--- src/dpjp_pkg.sv ---
// Shared constants, types and address decode for the dual printer and game port block
package dpjp_pkg;

  localparam int CLK_MHZ = 100;

  // I/O map, ten-bit addresses; alternates chosen by jumper straps
  localparam logic [9:0] LPT0_BASE_DEF = 10'h378;
  localparam logic [9:0] LPT0_BASE_ALT = 10'h3bc;
  localparam logic [9:0] LPT1_BASE_DEF = 10'h278;
  localparam logic [9:0] LPT1_BASE_ALT = 10'h2bc;
  localparam logic [9:0] GAME_BASE_DEF = 10'h200;
  localparam logic [9:0] GAME_BASE_ALT = 10'h208;

  // Register offsets inside a printer port
  localparam logic [1:0] OFS_DATA = 2'h0;
  localparam logic [1:0] OFS_STAT = 2'h1;
  localparam logic [1:0] OFS_CTRL = 2'h2;

  // Decode targets
  localparam logic [1:0] SEL_LPT0 = 2'h0;
  localparam logic [1:0] SEL_LPT1 = 2'h1;
  localparam logic [1:0] SEL_GAME = 2'h2;
  localparam logic [1:0] SEL_NONE = 2'h3;

  // Control register fields: bits 3:0 assert strobe, line feed, init, select
  localparam int CTL_IEN = 4;
  localparam int CTL_DIR = 5;
  localparam int CTL_W   = 6;
  localparam logic [CTL_W-1:0] CTL_RST  = 6'h00;
  localparam logic [7:0]       DATA_RST = 8'h00;

  // Status input order {busy, ack, paper empty, select, error}
  localparam int STI_ACK = 3;

  // Sync reset levels {straps, route, status, control, data}: pulled-up lines idle high,
  // so a zero here would fake an acknowledge edge when reset ends
  localparam logic [40:0] PIN_IDLE = {7'h00, 18'h3ffff, 16'h0000};

  // Jumper strap positions
  localparam int JMP_LPT0 = 0;
  localparam int JMP_LPT1 = 1;
  localparam int JMP_GAME = 2;

  localparam logic [1:0] RESP_OKAY   = 2'h0;
  localparam logic [1:0] RESP_DECERR = 2'h3;

  // Longest axis pulse before the bit is forced low
  localparam int AXIS_TIMEOUT_US  = 2000;
  localparam int AXIS_TIMEOUT_CYC = AXIS_TIMEOUT_US * CLK_MHZ;

  typedef enum logic [1:0] {WR_COLLECT = 2'b01, WR_RESP = 2'b10} dpjp_wr_t;
  typedef enum logic [1:0] {RD_IDLE = 2'b01, RD_RESP = 2'b10} dpjp_rd_t;

  // Returns {target, offset} for a ten-bit I/O address
  function automatic logic [3:0] io_decode(input logic [9:0] a, input logic [2:0] alt);
    logic [9:0] b0;
    logic [9:0] b1;
    logic [9:0] bg;
    b0 = alt[JMP_LPT0] ? LPT0_BASE_ALT : LPT0_BASE_DEF;
    b1 = alt[JMP_LPT1] ? LPT1_BASE_ALT : LPT1_BASE_DEF;
    bg = alt[JMP_GAME] ? GAME_BASE_ALT : GAME_BASE_DEF;
    io_decode = {SEL_NONE, 2'h0};
    if (a[9:2] == b0[9:2] && a[1:0] != 2'h3) begin
      io_decode = {SEL_LPT0, a[1:0]};
    end else if (a[9:2] == b1[9:2] && a[1:0] != 2'h3) begin
      io_decode = {SEL_LPT1, a[1:0]};
    end else if (a[9:1] == bg[9:1]) begin
      io_decode = {SEL_GAME, 2'h0};
    end
  endfunction

endpackage

--- src/dpjp_game_if.sv ---
// Link between the register front end and the game port timer
interface dpjp_game_if;
  logic       trig;
  logic [7:0] stat;
  modport host (output trig, input stat);
  modport game (input trig, output stat);
endinterface

--- src/dpjp_game_port.sv ---
// Game port: four axis one-shots and four button inputs
module dpjp_game_port
  import dpjp_pkg::*;
#(
  parameter int TIMEOUT_CYC = AXIS_TIMEOUT_CYC
) (
  input  wire logic       ref_clk,
  input  wire logic       resetn,
  dpjp_game_if.game       gp,
  input  wire logic [3:0] button_n,
  input  wire logic [3:0] axis_cmp,
  output logic      [3:0] axis_run
);

  localparam int CW = $clog2(TIMEOUT_CYC + 1);
  localparam logic [CW-1:0] TO_LIM = CW'(TIMEOUT_CYC);

  logic [7:0]    meta_q;
  logic [7:0]    sync_q;
  logic [3:0]    run_q;
  logic [CW-1:0] cnt_q;

  // Buttons idle high through their pull-ups
  always_ff @(posedge ref_clk) begin
    if (!resetn) begin
      meta_q <= 8'hf0;
      sync_q <= 8'hf0;
    end else begin
      meta_q <= {button_n, axis_cmp};
      sync_q <= meta_q;
    end
  end

  // Trigger sets all axes; a comparator that has tripped ends its pulse
  always_ff @(posedge ref_clk) begin
    if (!resetn) begin
      run_q <= 4'h0;
    end else if (gp.trig) begin
      run_q <= 4'hf;
    end else begin
      run_q <= run_q & ~sync_q[3:0] & {4{cnt_q != TO_LIM}};
    end
  end

  // Timeout guards against a missing stick keeping the bit high forever
  always_ff @(posedge ref_clk) begin
    if (!resetn) begin
      cnt_q <= '0;
    end else if (gp.trig) begin
      cnt_q <= '0;
    end else if (|run_q && cnt_q != TO_LIM) begin
      cnt_q <= cnt_q + 1'b1;
    end
  end

  assign gp.stat  = {sync_q[7:4], run_q};
  assign axis_run = run_q;
endmodule // dpjp_game_port

--- src/dpjp_top.sv ---
// Dual printer port and game port block behind an AXI4-Lite slave
// Overview of operation
// - Ten address bits decoded; printer ports sit at standard PC locations by default
// - Game port answers at I/O addresses 200h and 201h by default
// - Jumper straps move each function to an alternate base address
// - Two identical printer ports work fully independently
// - Each port has an 8-bit data register usable in both directions
// - A written data byte reads back unchanged while the port is in output mode; input mode reads the pins
// - Four open-collector control outputs: line feed, init, select, strobe
// - Host reads back the inverse of the present level of the four control lines
// - Input-only status reports error, acknowledge, busy, paper empty, select
// - Acknowledge activity raises the port's interrupt request
// - Each port's interrupt is gated by a software enable bit
// - Each printer interrupt routes to one of three backplane request lines, or to none
// - Game port reads X and Y position of two joysticks
// - Each joystick provides two readable buttons
// - Four button lines stay readable as plain inputs
module dpjp_top
  import dpjp_pkg::*;
#(
  parameter int AW          = 12,
  parameter int TIMEOUT_CYC = AXIS_TIMEOUT_CYC
) (
  input  wire logic             ref_clk,
  input  wire logic             resetn,
  input  wire logic [AW-1:0]    s_axi_awaddr,
  input  wire logic             s_axi_awvalid,
  output logic                  s_axi_awready,
  input  wire logic [31:0]      s_axi_wdata,
  input  wire logic [3:0]       s_axi_wstrb,
  input  wire logic             s_axi_wvalid,
  output logic                  s_axi_wready,
  output logic [1:0]            s_axi_bresp,
  output logic                  s_axi_bvalid,
  input  wire logic             s_axi_bready,
  input  wire logic [AW-1:0]    s_axi_araddr,
  input  wire logic             s_axi_arvalid,
  output logic                  s_axi_arready,
  output logic [31:0]           s_axi_rdata,
  output logic [1:0]            s_axi_rresp,
  output logic                  s_axi_rvalid,
  input  wire logic             s_axi_rready,
  input  wire logic [2:0]       jumper_alt,
  input  wire logic [3:0]       irq_route,
  input  wire logic [1:0][7:0]  lpt_data_in,
  output logic      [1:0][7:0]  lpt_data_out,
  output logic      [1:0]       lpt_data_oe_n,
  input  wire logic [1:0][3:0]  lpt_ctl_in,
  output logic      [1:0][3:0]  lpt_ctl_out,
  output logic      [1:0][3:0]  lpt_ctl_oe_n,
  input  wire logic [1:0][4:0]  lpt_stat_in,
  output logic      [2:0]       backplane_irq_line,
  input  wire logic [3:0]       button_n,
  input  wire logic [3:0]       axis_cmp,
  output logic      [3:0]       axis_run
);

  // Pin and strap synchronisers
  logic [40:0]      in_meta_q;
  logic [40:0]      in_sync_q;
  logic [2:0]       alt_s;
  logic [3:0]       route_s;
  logic [1:0][4:0]  stat_s;
  logic [1:0][3:0]  ctl_s;
  logic [1:0][7:0]  data_s;

  always_ff @(posedge ref_clk) begin
    if (!resetn) begin
      in_meta_q <= PIN_IDLE;
      in_sync_q <= PIN_IDLE;
    end else begin
      in_meta_q <= {jumper_alt, irq_route, lpt_stat_in, lpt_ctl_in, lpt_data_in};
      in_sync_q <= in_meta_q;
    end
  end

  assign {alt_s, route_s, stat_s, ctl_s, data_s} = in_sync_q;

  // Port state
  logic [1:0][7:0]       data_q;
  logic [1:0][CTL_W-1:0] ctl_q;
  logic [1:0]            pend_q;
  logic [1:0]            ack_prev_q;
  logic [1:0]            ack_rise;
  logic [1:0]            irq_req;
  logic [1:0]            rd_stat_clr;
  logic [2:0]            irq_q;
  logic [2:0]            irq_d;

  // Write channel
  dpjp_wr_t    wr_state_q;
  logic        aw_have_q;
  logic        w_have_q;
  logic [9:0]  aw_io_q;
  logic [31:0] wdata_q;
  logic [3:0]  wstrb_q;
  logic [1:0]  bresp_q;
  logic        wr_do;
  logic [3:0]  wr_dec;

  assign s_axi_awready = (wr_state_q == WR_COLLECT) && !aw_have_q;
  assign s_axi_wready  = (wr_state_q == WR_COLLECT) && !w_have_q;
  assign wr_do         = (wr_state_q == WR_COLLECT) && aw_have_q && w_have_q;
  assign wr_dec        = io_decode(aw_io_q, alt_s);

  // Address and data may arrive in either order; each is held until both are in
  always_ff @(posedge ref_clk) begin
    if (!resetn) begin
      aw_have_q <= 1'b0;
      aw_io_q   <= 10'h000;
    end else if (s_axi_awvalid && s_axi_awready) begin
      aw_have_q <= 1'b1;
      aw_io_q   <= s_axi_awaddr[11:2];
    end else if (wr_do) begin
      aw_have_q <= 1'b0;
    end
  end

  always_ff @(posedge ref_clk) begin
    if (!resetn) begin
      w_have_q <= 1'b0;
      wdata_q  <= 32'h0000_0000;
      wstrb_q  <= 4'h0;
    end else if (s_axi_wvalid && s_axi_wready) begin
      w_have_q <= 1'b1;
      wdata_q  <= s_axi_wdata;
      wstrb_q  <= s_axi_wstrb;
    end else if (wr_do) begin
      w_have_q <= 1'b0;
    end
  end

  always_ff @(posedge ref_clk) begin
    if (!resetn) begin
      wr_state_q <= WR_COLLECT;
      bresp_q    <= RESP_OKAY;
    end else begin
      unique case (wr_state_q)
        WR_COLLECT: begin
          if (wr_do) begin
            wr_state_q <= WR_RESP;
            bresp_q    <= (wr_dec[3:2] == SEL_NONE) ? RESP_DECERR : RESP_OKAY;
          end
        end
        WR_RESP: begin
          if (s_axi_bready) begin
            wr_state_q <= WR_COLLECT;
          end
        end
      endcase
    end
  end

  assign s_axi_bvalid = (wr_state_q == WR_RESP);
  assign s_axi_bresp  = bresp_q;

  // Printer port registers, one loop keeps both instances identical
  always_ff @(posedge ref_clk) begin
    if (!resetn) begin
      data_q <= {2{DATA_RST}};
      ctl_q  <= {2{CTL_RST}};
    end else begin
      for (int p = 0; p < 2; p++) begin
        if (wr_do && wstrb_q[0] && wr_dec[3:2] == 2'(p)) begin
          if (wr_dec[1:0] == OFS_DATA) begin
            data_q[p] <= wdata_q[7:0];
          end
          if (wr_dec[1:0] == OFS_CTRL) begin
            ctl_q[p] <= wdata_q[CTL_W-1:0];
          end
        end
      end
    end
  end

  // Acknowledge edge is caught as pending; a status read clears it, a new edge wins
  always_ff @(posedge ref_clk) begin
    if (!resetn) begin
      ack_prev_q <= 2'h3;
      pend_q     <= 2'h0;
    end else begin
      for (int p = 0; p < 2; p++) begin
        ack_prev_q[p] <= stat_s[p][STI_ACK];
        if (ack_rise[p]) begin
          pend_q[p] <= 1'b1;
        end else if (rd_stat_clr[p]) begin
          pend_q[p] <= 1'b0;
        end
      end
    end
  end

  always_comb begin
    irq_d = 3'h0;
    for (int p = 0; p < 2; p++) begin
      ack_rise[p] = stat_s[p][STI_ACK] && !ack_prev_q[p];
      irq_req[p]  = pend_q[p] && ctl_q[p][CTL_IEN];
      for (int k = 0; k < 3; k++) begin
        if (irq_req[p] && route_s[2*p +: 2] == 2'(k)) begin
          irq_d[k] = 1'b1;
        end
      end
    end
  end

  always_ff @(posedge ref_clk) begin
    if (!resetn) begin
      irq_q <= 3'h0;
    end else begin
      irq_q <= irq_d;
    end
  end

  assign backplane_irq_line = irq_q;

  // Pins: data drives unless turned round; control lines only pull low
  always_comb begin
    for (int p = 0; p < 2; p++) begin
      lpt_data_out[p]  = data_q[p];
      lpt_data_oe_n[p] = ctl_q[p][CTL_DIR];
      lpt_ctl_out[p]   = 4'h0;
      lpt_ctl_oe_n[p]  = ~ctl_q[p][3:0];
    end
  end

  // Game port
  dpjp_game_if gp_bus ();

  assign gp_bus.trig = wr_do && wstrb_q[0] && (wr_dec[3:2] == SEL_GAME);

  dpjp_game_port #(
    .TIMEOUT_CYC (TIMEOUT_CYC)
  ) u_game (
    .ref_clk  (ref_clk),
    .resetn   (resetn),
    .gp       (gp_bus.game),
    .button_n (button_n),
    .axis_cmp (axis_cmp),
    .axis_run (axis_run)
  );

  // Read channel
  dpjp_rd_t    rd_state_q;
  logic [31:0] rdata_q;
  logic [1:0]  rresp_q;
  logic        rd_take;
  logic [3:0]  rd_dec;
  logic [7:0]  rd_val;
  logic        rd_ok;

  assign s_axi_arready = (rd_state_q == RD_IDLE);
  assign rd_take       = s_axi_arvalid && s_axi_arready;
  assign rd_dec        = io_decode(s_axi_araddr[11:2], alt_s);

  always_comb begin
    logic idx;
    idx    = rd_dec[2];
    rd_val = 8'h00;
    rd_ok  = 1'b1;
    unique case (rd_dec[3:2])
      SEL_LPT0, SEL_LPT1: begin
        unique case (rd_dec[1:0])
          // Output mode returns the latch so a pin fight cannot hide the written byte
          OFS_DATA: rd_val = ctl_q[idx][CTL_DIR] ? data_s[idx] : data_q[idx];
          OFS_STAT: rd_val = {stat_s[idx], pend_q[idx], 2'b00};
          OFS_CTRL: rd_val = {2'b00, ctl_q[idx][CTL_DIR:CTL_IEN], ~ctl_s[idx]};
          default:  rd_val = 8'h00;
        endcase
      end
      SEL_GAME: rd_val = gp_bus.stat;
      SEL_NONE: rd_ok = 1'b0;
    endcase
  end

  always_comb begin
    for (int p = 0; p < 2; p++) begin
      rd_stat_clr[p] = rd_take && rd_dec[3:2] == 2'(p) && rd_dec[1:0] == OFS_STAT;
    end
  end

  always_ff @(posedge ref_clk) begin
    if (!resetn) begin
      rd_state_q <= RD_IDLE;
      rdata_q    <= 32'h0000_0000;
      rresp_q    <= RESP_OKAY;
    end else begin
      unique case (rd_state_q)
        RD_IDLE: begin
          if (rd_take) begin
            rd_state_q <= RD_RESP;
            rdata_q    <= {24'h00_0000, rd_val};
            rresp_q    <= rd_ok ? RESP_OKAY : RESP_DECERR;
          end
        end
        RD_RESP: begin
          if (s_axi_rready) begin
            rd_state_q <= RD_IDLE;
          end
        end
      endcase
    end
  end

  assign s_axi_rvalid = (rd_state_q == RD_RESP);
  assign s_axi_rdata  = rdata_q;
  assign s_axi_rresp  = rresp_q;
endmodule // dpjp_top

--- config.mk ---
export PLATFORM = sky130hd
export DESIGN_NAME = dpjp_top
export DESIGN_NICKNAME = d
export VERILOG_FILES = /design/src/dpjp_pkg.sv /design/src/dpjp_game_if.sv /design/src/dpjp_game_port.sv /design/src/dpjp_top.sv
export SDC_FILE = /design/constraint.sdc
export NUM_CORES = 1
export LEC_CHECK = 0
export ABC_CLOCK_PERIOD_IN_PS = 1750
export BUFFER_PORTS_ARGS = -buffer_cell sky130_fd_sc_hd__buf_2
export CELL_PAD_IN_SITES_DETAIL_PLACEMENT = 0
export CELL_PAD_IN_SITES_GLOBAL_PLACEMENT = 1
export CORE_MARGIN = 2
export CORE_UTILIZATION = 36
export DETAILED_ROUTE_END_ITERATION = 8
export HOLD_SLACK_MARGIN = 0.02
export PLACE_DENSITY = 0.77
export RECOVER_POWER = 25
export SLEW_MARGIN = 20
export SYNTH_ARGS = -nofsm -noshare
export SYNTH_HDL_FRONTEND = slang
export SYNTH_SLANG_ARGS = --single-unit
--- constraint.sdc ---
create_clock -name ref_clk -period 1.75 [get_ports ref_clk]
set_input_delay 0.175 -clock ref_clk [delete_from_list [all_inputs] [get_ports ref_clk]]
set_output_delay 0.175 -clock ref_clk [all_outputs]
set_load 0.02 [all_outputs]
Word-level counts from Yosys, hierarchy flattened

Index checks and enable logic that the tools add are counted.

Word-level logic and storage cells: 164
Bits in registers: 192

Bitwise operators: 7
Add/sub/neg operators: 1
Reduce and logical (&&, ||, !) cells: 55
Order comparisons: 1
Multiplexer cells: 46
Equal/unequal tests: 30

Operators by type and width:

| operator                                                                 | count |
|---|---|
| 8-bit 2-to-1 mux                                                         | 7 |
| 8-bit == test                                                            | 4 |
| 4-bit 2-to-1 mux                                                         | 8 |
| 1-bit logical AND                                                        | 30 |
| 8-bit one-hot mux with 3 select lines                                    | 1 |
| 2-bit == test (second input constant)                                    | 10 |
| 18-bit by 1-bit adder with 18-bit output (second input constant)         | 1 |
| 9-bit == test                                                            | 2 |
| 18-bit inequality test (second input constant)                           | 1 |
| 4-bit inverter                                                           | 4 |
| 8-bit one-hot mux with 2 select lines                                    | 1 |
| 2-bit AND reduction                                                      | 8 |
| 1-bit 2-to-1 mux                                                         | 15 |
| 2-bit by 1-bit == test with 1-bit output (second input constant)         | 7 |
| 2-bit logical NOT                                                        | 6 |
| 2-bit 2-to-1 mux                                                         | 6 |
| 6-bit 2-to-1 mux                                                         | 2 |
| 5-bit 2-to-1 mux                                                         | 2 |
| 4-bit bitwise AND                                                        | 2 |
| 2-bit one-hot mux with 2 select lines                                    | 2 |
| 2-bit nonzero test                                                       | 4 |
| 3-bit 2-to-1 mux                                                         | 2 |
| 2-bit by 1-bit inequality test with 1-bit output (second input constant) | 3 |
| 2-bit inequality test (second input constant)                            | 3 |
| 5 further kinds                                                          | 9 |

Logic depth before layout (Yosys ltp)

Depth in word-level cells: 10
Depth in mapped cells: 9
Gate-level depth less buffers: 7

Cells and area by module

Synthesis repeated with hierarchy kept, for this count alone.

Cell total of the unflattened synthesis: 763
Area, all modules: 7591.0 um2

Modules (own cells, without submodules):

| module         | cells each | times used | sequential area each (um2) | area an instance (um2) |
|---|---|---|---|---|
| dpjp_top       | 591        | 1          | 3042.9                     | 5941.9 |
| dpjp_game_port | 172        | 1          | 760.7                      | 1649.1 |

Worst setup path before layout

OpenSTA, ideal clock, no wires.

Path kind: reg-to-reg
Start: register rd_state_q[0]
End: register pend_q[1]
Cell stages (with the launch flop): 9
Path buffers: 2
Slack: -24 ps
Data arrival time: 1642 ps
Cells stage by stage: dfxtp_1 -> nor2b_1 -> and2_1 -> buf_4 -> and4_1 -> buf_2 -> nand2_1 -> o21ai_0 -> a21oi_1

Cells in the longest elaborated chain, start to end: 5

RTL lines:

| what                                     | line            | RTL |
|---|---|---|
| start, declared                          | dpjp_top.sv:243 | `dpjp_rd_t rd_state_q;` |
| start signal, assigned                   | dpjp_top.sv:283 | `rd_state_q <= RD_IDLE;` |
| start signal, assigned                   | dpjp_top.sv:290 | `rd_state_q <= RD_RESP;` |
| start signal, assigned                   | dpjp_top.sv:297 | `rd_state_q <= RD_IDLE;` |
| 2-bit by 1-bit == test with 1-bit output | dpjp_top.sv:251 | `assign s_axi_arready = (rd_state_q == RD_IDLE);` |
| named net s_axi_arready                  | dpjp_top.sv:38  | `output logic s_axi_arready,` |
| 1-bit logical AND                        | dpjp_top.sv:252 | `assign rd_take = s_axi_arvalid && s_axi_arready;` |
| 1-bit logical AND (2 in series)          | dpjp_top.sv:277 | `rd_stat_clr[p] = rd_take && rd_dec[3:2] == 2'(p) && rd_dec[1:0] == OFS_STAT;` |
| 2-bit nonzero test (no source line)      | -               |  |
| end signal, assigned                     | dpjp_top.sv:180 | `pend_q <= 2'h0;` |
| end signal, assigned by index            | dpjp_top.sv:185 | `pend_q[p] <= 1'b1;` |
| end signal, assigned by index            | dpjp_top.sv:187 | `pend_q[p] <= 1'b0;` |
| end, declared                            | dpjp_top.sv:82  | `logic [1:0] pend_q;` |

The timed path passes the listed nets, and every way through them passes these cells.
A chain may end at the register's enable or synchronous reset.

Worst setup path in the final report

Start: register aw_io_q[2]
End: register ctl_q[3] in the netlist's numbering

Cells in the longest elaborated chain, start to end: 7

RTL lines:

| what                                                  | line                           | RTL |
|---|---|---|
| start, declared                                       | dpjp_top.sv:94                 | `logic [9:0] aw_io_q;` |
| start signal, assigned                                | dpjp_top.sv:113                | `aw_io_q <= s_axi_awaddr[11:2];` |
| 9-bit == test or 8-bit == test (tied branches)        | dpjp_pkg.sv:67, dpjp_pkg.sv:65 |  |
| 3-bit 2-to-1 mux or 1-bit logical AND (tied branches) | dpjp_pkg.sv:67, dpjp_pkg.sv:65 |  |
| 4-bit 2-to-1 mux                                      | dpjp_pkg.sv:65                 | `end else if (a[9:2] == b1[9:2] && a[1:0] != 2'h3) begin` |
| 4-bit 2-to-1 mux (*)                                  | dpjp_pkg.sv:63                 | `if (a[9:2] == b0[9:2] && a[1:0] != 2'h3) begin` |
| 2-bit logical NOT                                     | dpjp_top.sv:164                | `if (wr_do && wstrb_q[0] && wr_dec[3:2] == 2'(p)) begin` |
| 1-bit logical AND                                     | dpjp_top.sv:164                |  |
| 2-bit AND reduction (no source line) (*)              | -                              |  |
| end signal, assigned                                  | dpjp_top.sv:161                | `ctl_q <= {2{CTL_RST}};` |
| end signal, assigned by index                         | dpjp_top.sv:169                | `ctl_q[p] <= wdata_q[CTL_W-1:0];` |
| end, declared                                         | dpjp_top.sv:81                 | `logic [1:0][CTL_W-1:0] ctl_q;` |

Mark *: on every way between the ends. The rest lies on a longest branch, timed or not.

==> results.yml <==
synthesis:
  synthArstFlopShare: 0
  avgSynthCellArea_um2: 9.73
  synth.area.top_cells: "dfxtp_1 (52%), mux2i_1 (7.5%), and2_1 (4.9%), buf_4 (4.8%), nand2b_1 (4.2%)"
  yosys-top-cells-count: "dfxtp_1 (190), nand2_1 (65), nor2_1 (61)"
  yosysWarnings: 0
  synthFlopType: "dfxtp_1"
  synth_top_area_share: 0.516
  yosys.cell_count.top_type: "dfxtp_1"
  ys_ff_latch: 190
  synth_area_um2: 7370
  syn_inst: 758
  synth_edf_count: 0
  synth_top_area_cell: "dfxtp_1"
  synth_cell_type_count: 56
  ys_seq_area_frac: 0.516
clock_network:
  cts_buffer_depth: 2
  clk_pin_slew_ns: 0.07
  htreeDepth: 4
  clock_sinks: 190
  clk_latency_ns: 0.42
  root_buffer: "clkbuf_16"
  cts_tree: "done"
  numCtsBuffers: 17
drt:
  wl_per_cell_um: 13.6
  vias: 5586
  initialDrtViolationCount: 273
  drt_wl_total_um: 17100
  route.detailed.drc: 0
  vias_per_cell: 4.44
  ant_nets: 0
  first_pass_iters: 5
worst_setup_path:
  startpoint_type: "register"
  rrSetupSlack_ns: 0.003
  critPathCaptureType: "register"
  r2r-start: "aw_io_q[2]"
  path_max_fanout: 6
  cp.arrival_ns: 2.06
  cp.required_ns: 2.06
  crit_start: "aw_io_q[2]"
  worst-setup-path-type: "reg2reg"
placement:
  gp_congestion: 0.882
  port_buffers: 134
  dp_hpwl_um: 12200
power:
  p_seq_frac: 0.491
  p_int_uw: 7140
  p_total_uw: 9320
  power.leakage_uw: 0.00414
  clkPwrFrac: 0.428
  switching_power_uw: 2180
  ir_drop_mv: 0.662
  combPwrFrac: 0.081
  p_per_area_nw_per_um2: 953
  p_sw_frac: 0.234
sta:
  hold_violations: 0
  rsz0062_at_grt: "yes"
  finalSetupViolCount: 0
  finClkSkew_ns: 0.00987
  slew_headroom: 0.397
  finalCritPeriodShare: 0.998
  min_period_ns: 1.75
  worstMarginPinSlew_ns: 0.904
  holdWs_ns: 0.0390
  fmax_mhz: 572
  finalSetupTns_ns: 0
  slew_viol_final: 0
floorplanning:
  die_w_um: 147
  die_h_um: 147
  start_util: 0.366
  io_pins: 198
  rows: 52
  core_area_um2: 20200
  die_area_um2: 21600
global_routing:
  antenna_found_initial: 0
  grt.total_usage: 0.158
  grt_pass1_wl_um: 26900
  grt.overflow.total: 0
  grt_max_degree: 68
  grt_pass1_vias: 5208
status:
  status: "completed"
hold_path:
  hold_class: "in2reg"
  hp-start: "s_axi_rready"
cells_and_area:
  nets: 1093
  synthToLayoutAreaGrowth_pct: 32.7
  drive_above_1_share: 0.260
  insertedDiodeCount: 0
run:
  max_cap_viol_count: 0
-- final timing paths --
| check | depth (start not counted) | endpoint |
|---|---|---|
| worst max-delay path | 6 | ctl_q[3] |
| worst min-delay path | 3 | rd_state_q[1] |
| worst max register to register | 6 | ctl_q[3] |
| worst min register to register | 1 | in_sync_q[16] |
-- flip-flops by register name, indices dropped and copies added, names as in the netlist, 2 cells and up --
| name | flops |
|---|---|
| u_game.cnt_q | 18 |
| wr_state_q | 2 |
| ack_prev_q | 2 |
| s_axi_rdata | 8 |
| u_game.sync_q | 8 |
| ctl_q | 10 |
| rd_state_q | 2 |
| in_meta_q | 41 |
| pend_q | 2 |
| lpt_data_oe_n | 2 |
| lpt_data_out | 16 |
| u_game.meta_q | 8 |
| aw_io_q | 10 |
| u_game.axis_run | 4 |
| in_sync_q | 41 |
| backplane_irq_line | 3 |
| wdata_q | 8 |
-- cell families (layout without fill, tap and decap cells) --
kind of cell               Yosys count  in the layout  synth area share
AOI/OAI and AO/OA                   79             79            0.0616
xor gates and xnor gates            16             16            0.0190
adders and majority gates            2              2           0.00339
buffers and inverters               95            293            0.0799
DFF                                190            190             0.516
muxes                               63             63            0.0874
other                                1             32          0.000509
and+or+nand+nor                    312            312             0.232
-- cell usage in the layout (no fill, tap or decap), types with 4 or more instances in the layout --
cell type / n
dfxtp_1: 185
buf_2: 134
dlygate4sd3_1: 68
nand2_1: 64
nor2_1: 61
and2_1: 53
mux2i_1: 51
nand2b_1: 49
a21oi_1: 44
buf_4: 34
conb_1: 32
clkbuf_16: 17
inv_1: 16
nand3_1: 11
o21ai_0: 11
nand4_1: 10
xor2_1: 10
xnor2_1: 6
nor2b_1: 5
and3_4: 5
nor3_1: 5
nand3b_1: 5
mux2_2: 5
dfxtp_2: 5
buf_12: 5
nor4_1: 4
and2_0: 4
a22oi_1: 4
mux2i_2: 4
a31oi_1: 4
inv_6: 4
-- per-stage QoR --
stage,utilization,area (µm²),std cells,setup WS [ns]
finish,0.485,9780,1257,0.00289
global route,0.485,9780,1257,-0.104
CTS,0.482,9730,1255,-0.00221
detailed placement,0.415,8370,1156,-0.138
global placement,0.415,8370,1156,-0.138
floorplan,-,7490,789,0.00644
-- final cells by class --
class | count | area, µm²
clock buffers | 18 | 429
clock inverters | 13 | 178
fillers | 1947 | 10400
inverters | 17 | 63.8
multi-input cells | 504 | 3230
flip-flops and latches | 190 | 3810
well taps | 270 | 338
repair buffers | 245 | 1740
-- worst max-delay path, cell delays in order (launching register included) --
cell and delay (ns):
dfxtp_2 0.32, or3b_4 0.40, o21ai_2 0.13, and4_4 0.23, and3_4 0.29, mux2i_1 0.20
nor2_1 0.05
-- repair_timing --
action | 4_1_cts | 5_1_grt
gates resized for setup | 19 | 18
setup buffers | 0 | 3
endpoints found under the setup margin | 21 | 43
endpoints found under the hold margin | 68 | 0
hold buffers | 68 | 0
pin swaps | 2 | 11
gates cloned | 1 | 0
-- power by group through the flow --
stage               Clock (µW)  Combinational (µW)  Sequential (µW)
finish                    3990                 754             4570
global route              4260                 841             4590
CTS                       4090                 757             4570
detailed placement           0                 632             4670
global placement             0                 627             4670
floorplan                    0                 452             4650
-- metal layers --
layer / track usage / vias up / share of wire
met4: 0.0476 / 0 / 0.013
li1: - / 2874 / -
met3: 0.0413 / 13 / 0.054
met2: 0.260 / 143 / 0.47
met1: 0.206 / 2556 / 0.46
met5: 0 / - / 0
No activity file was read; power rests on OpenSTA's default activity.
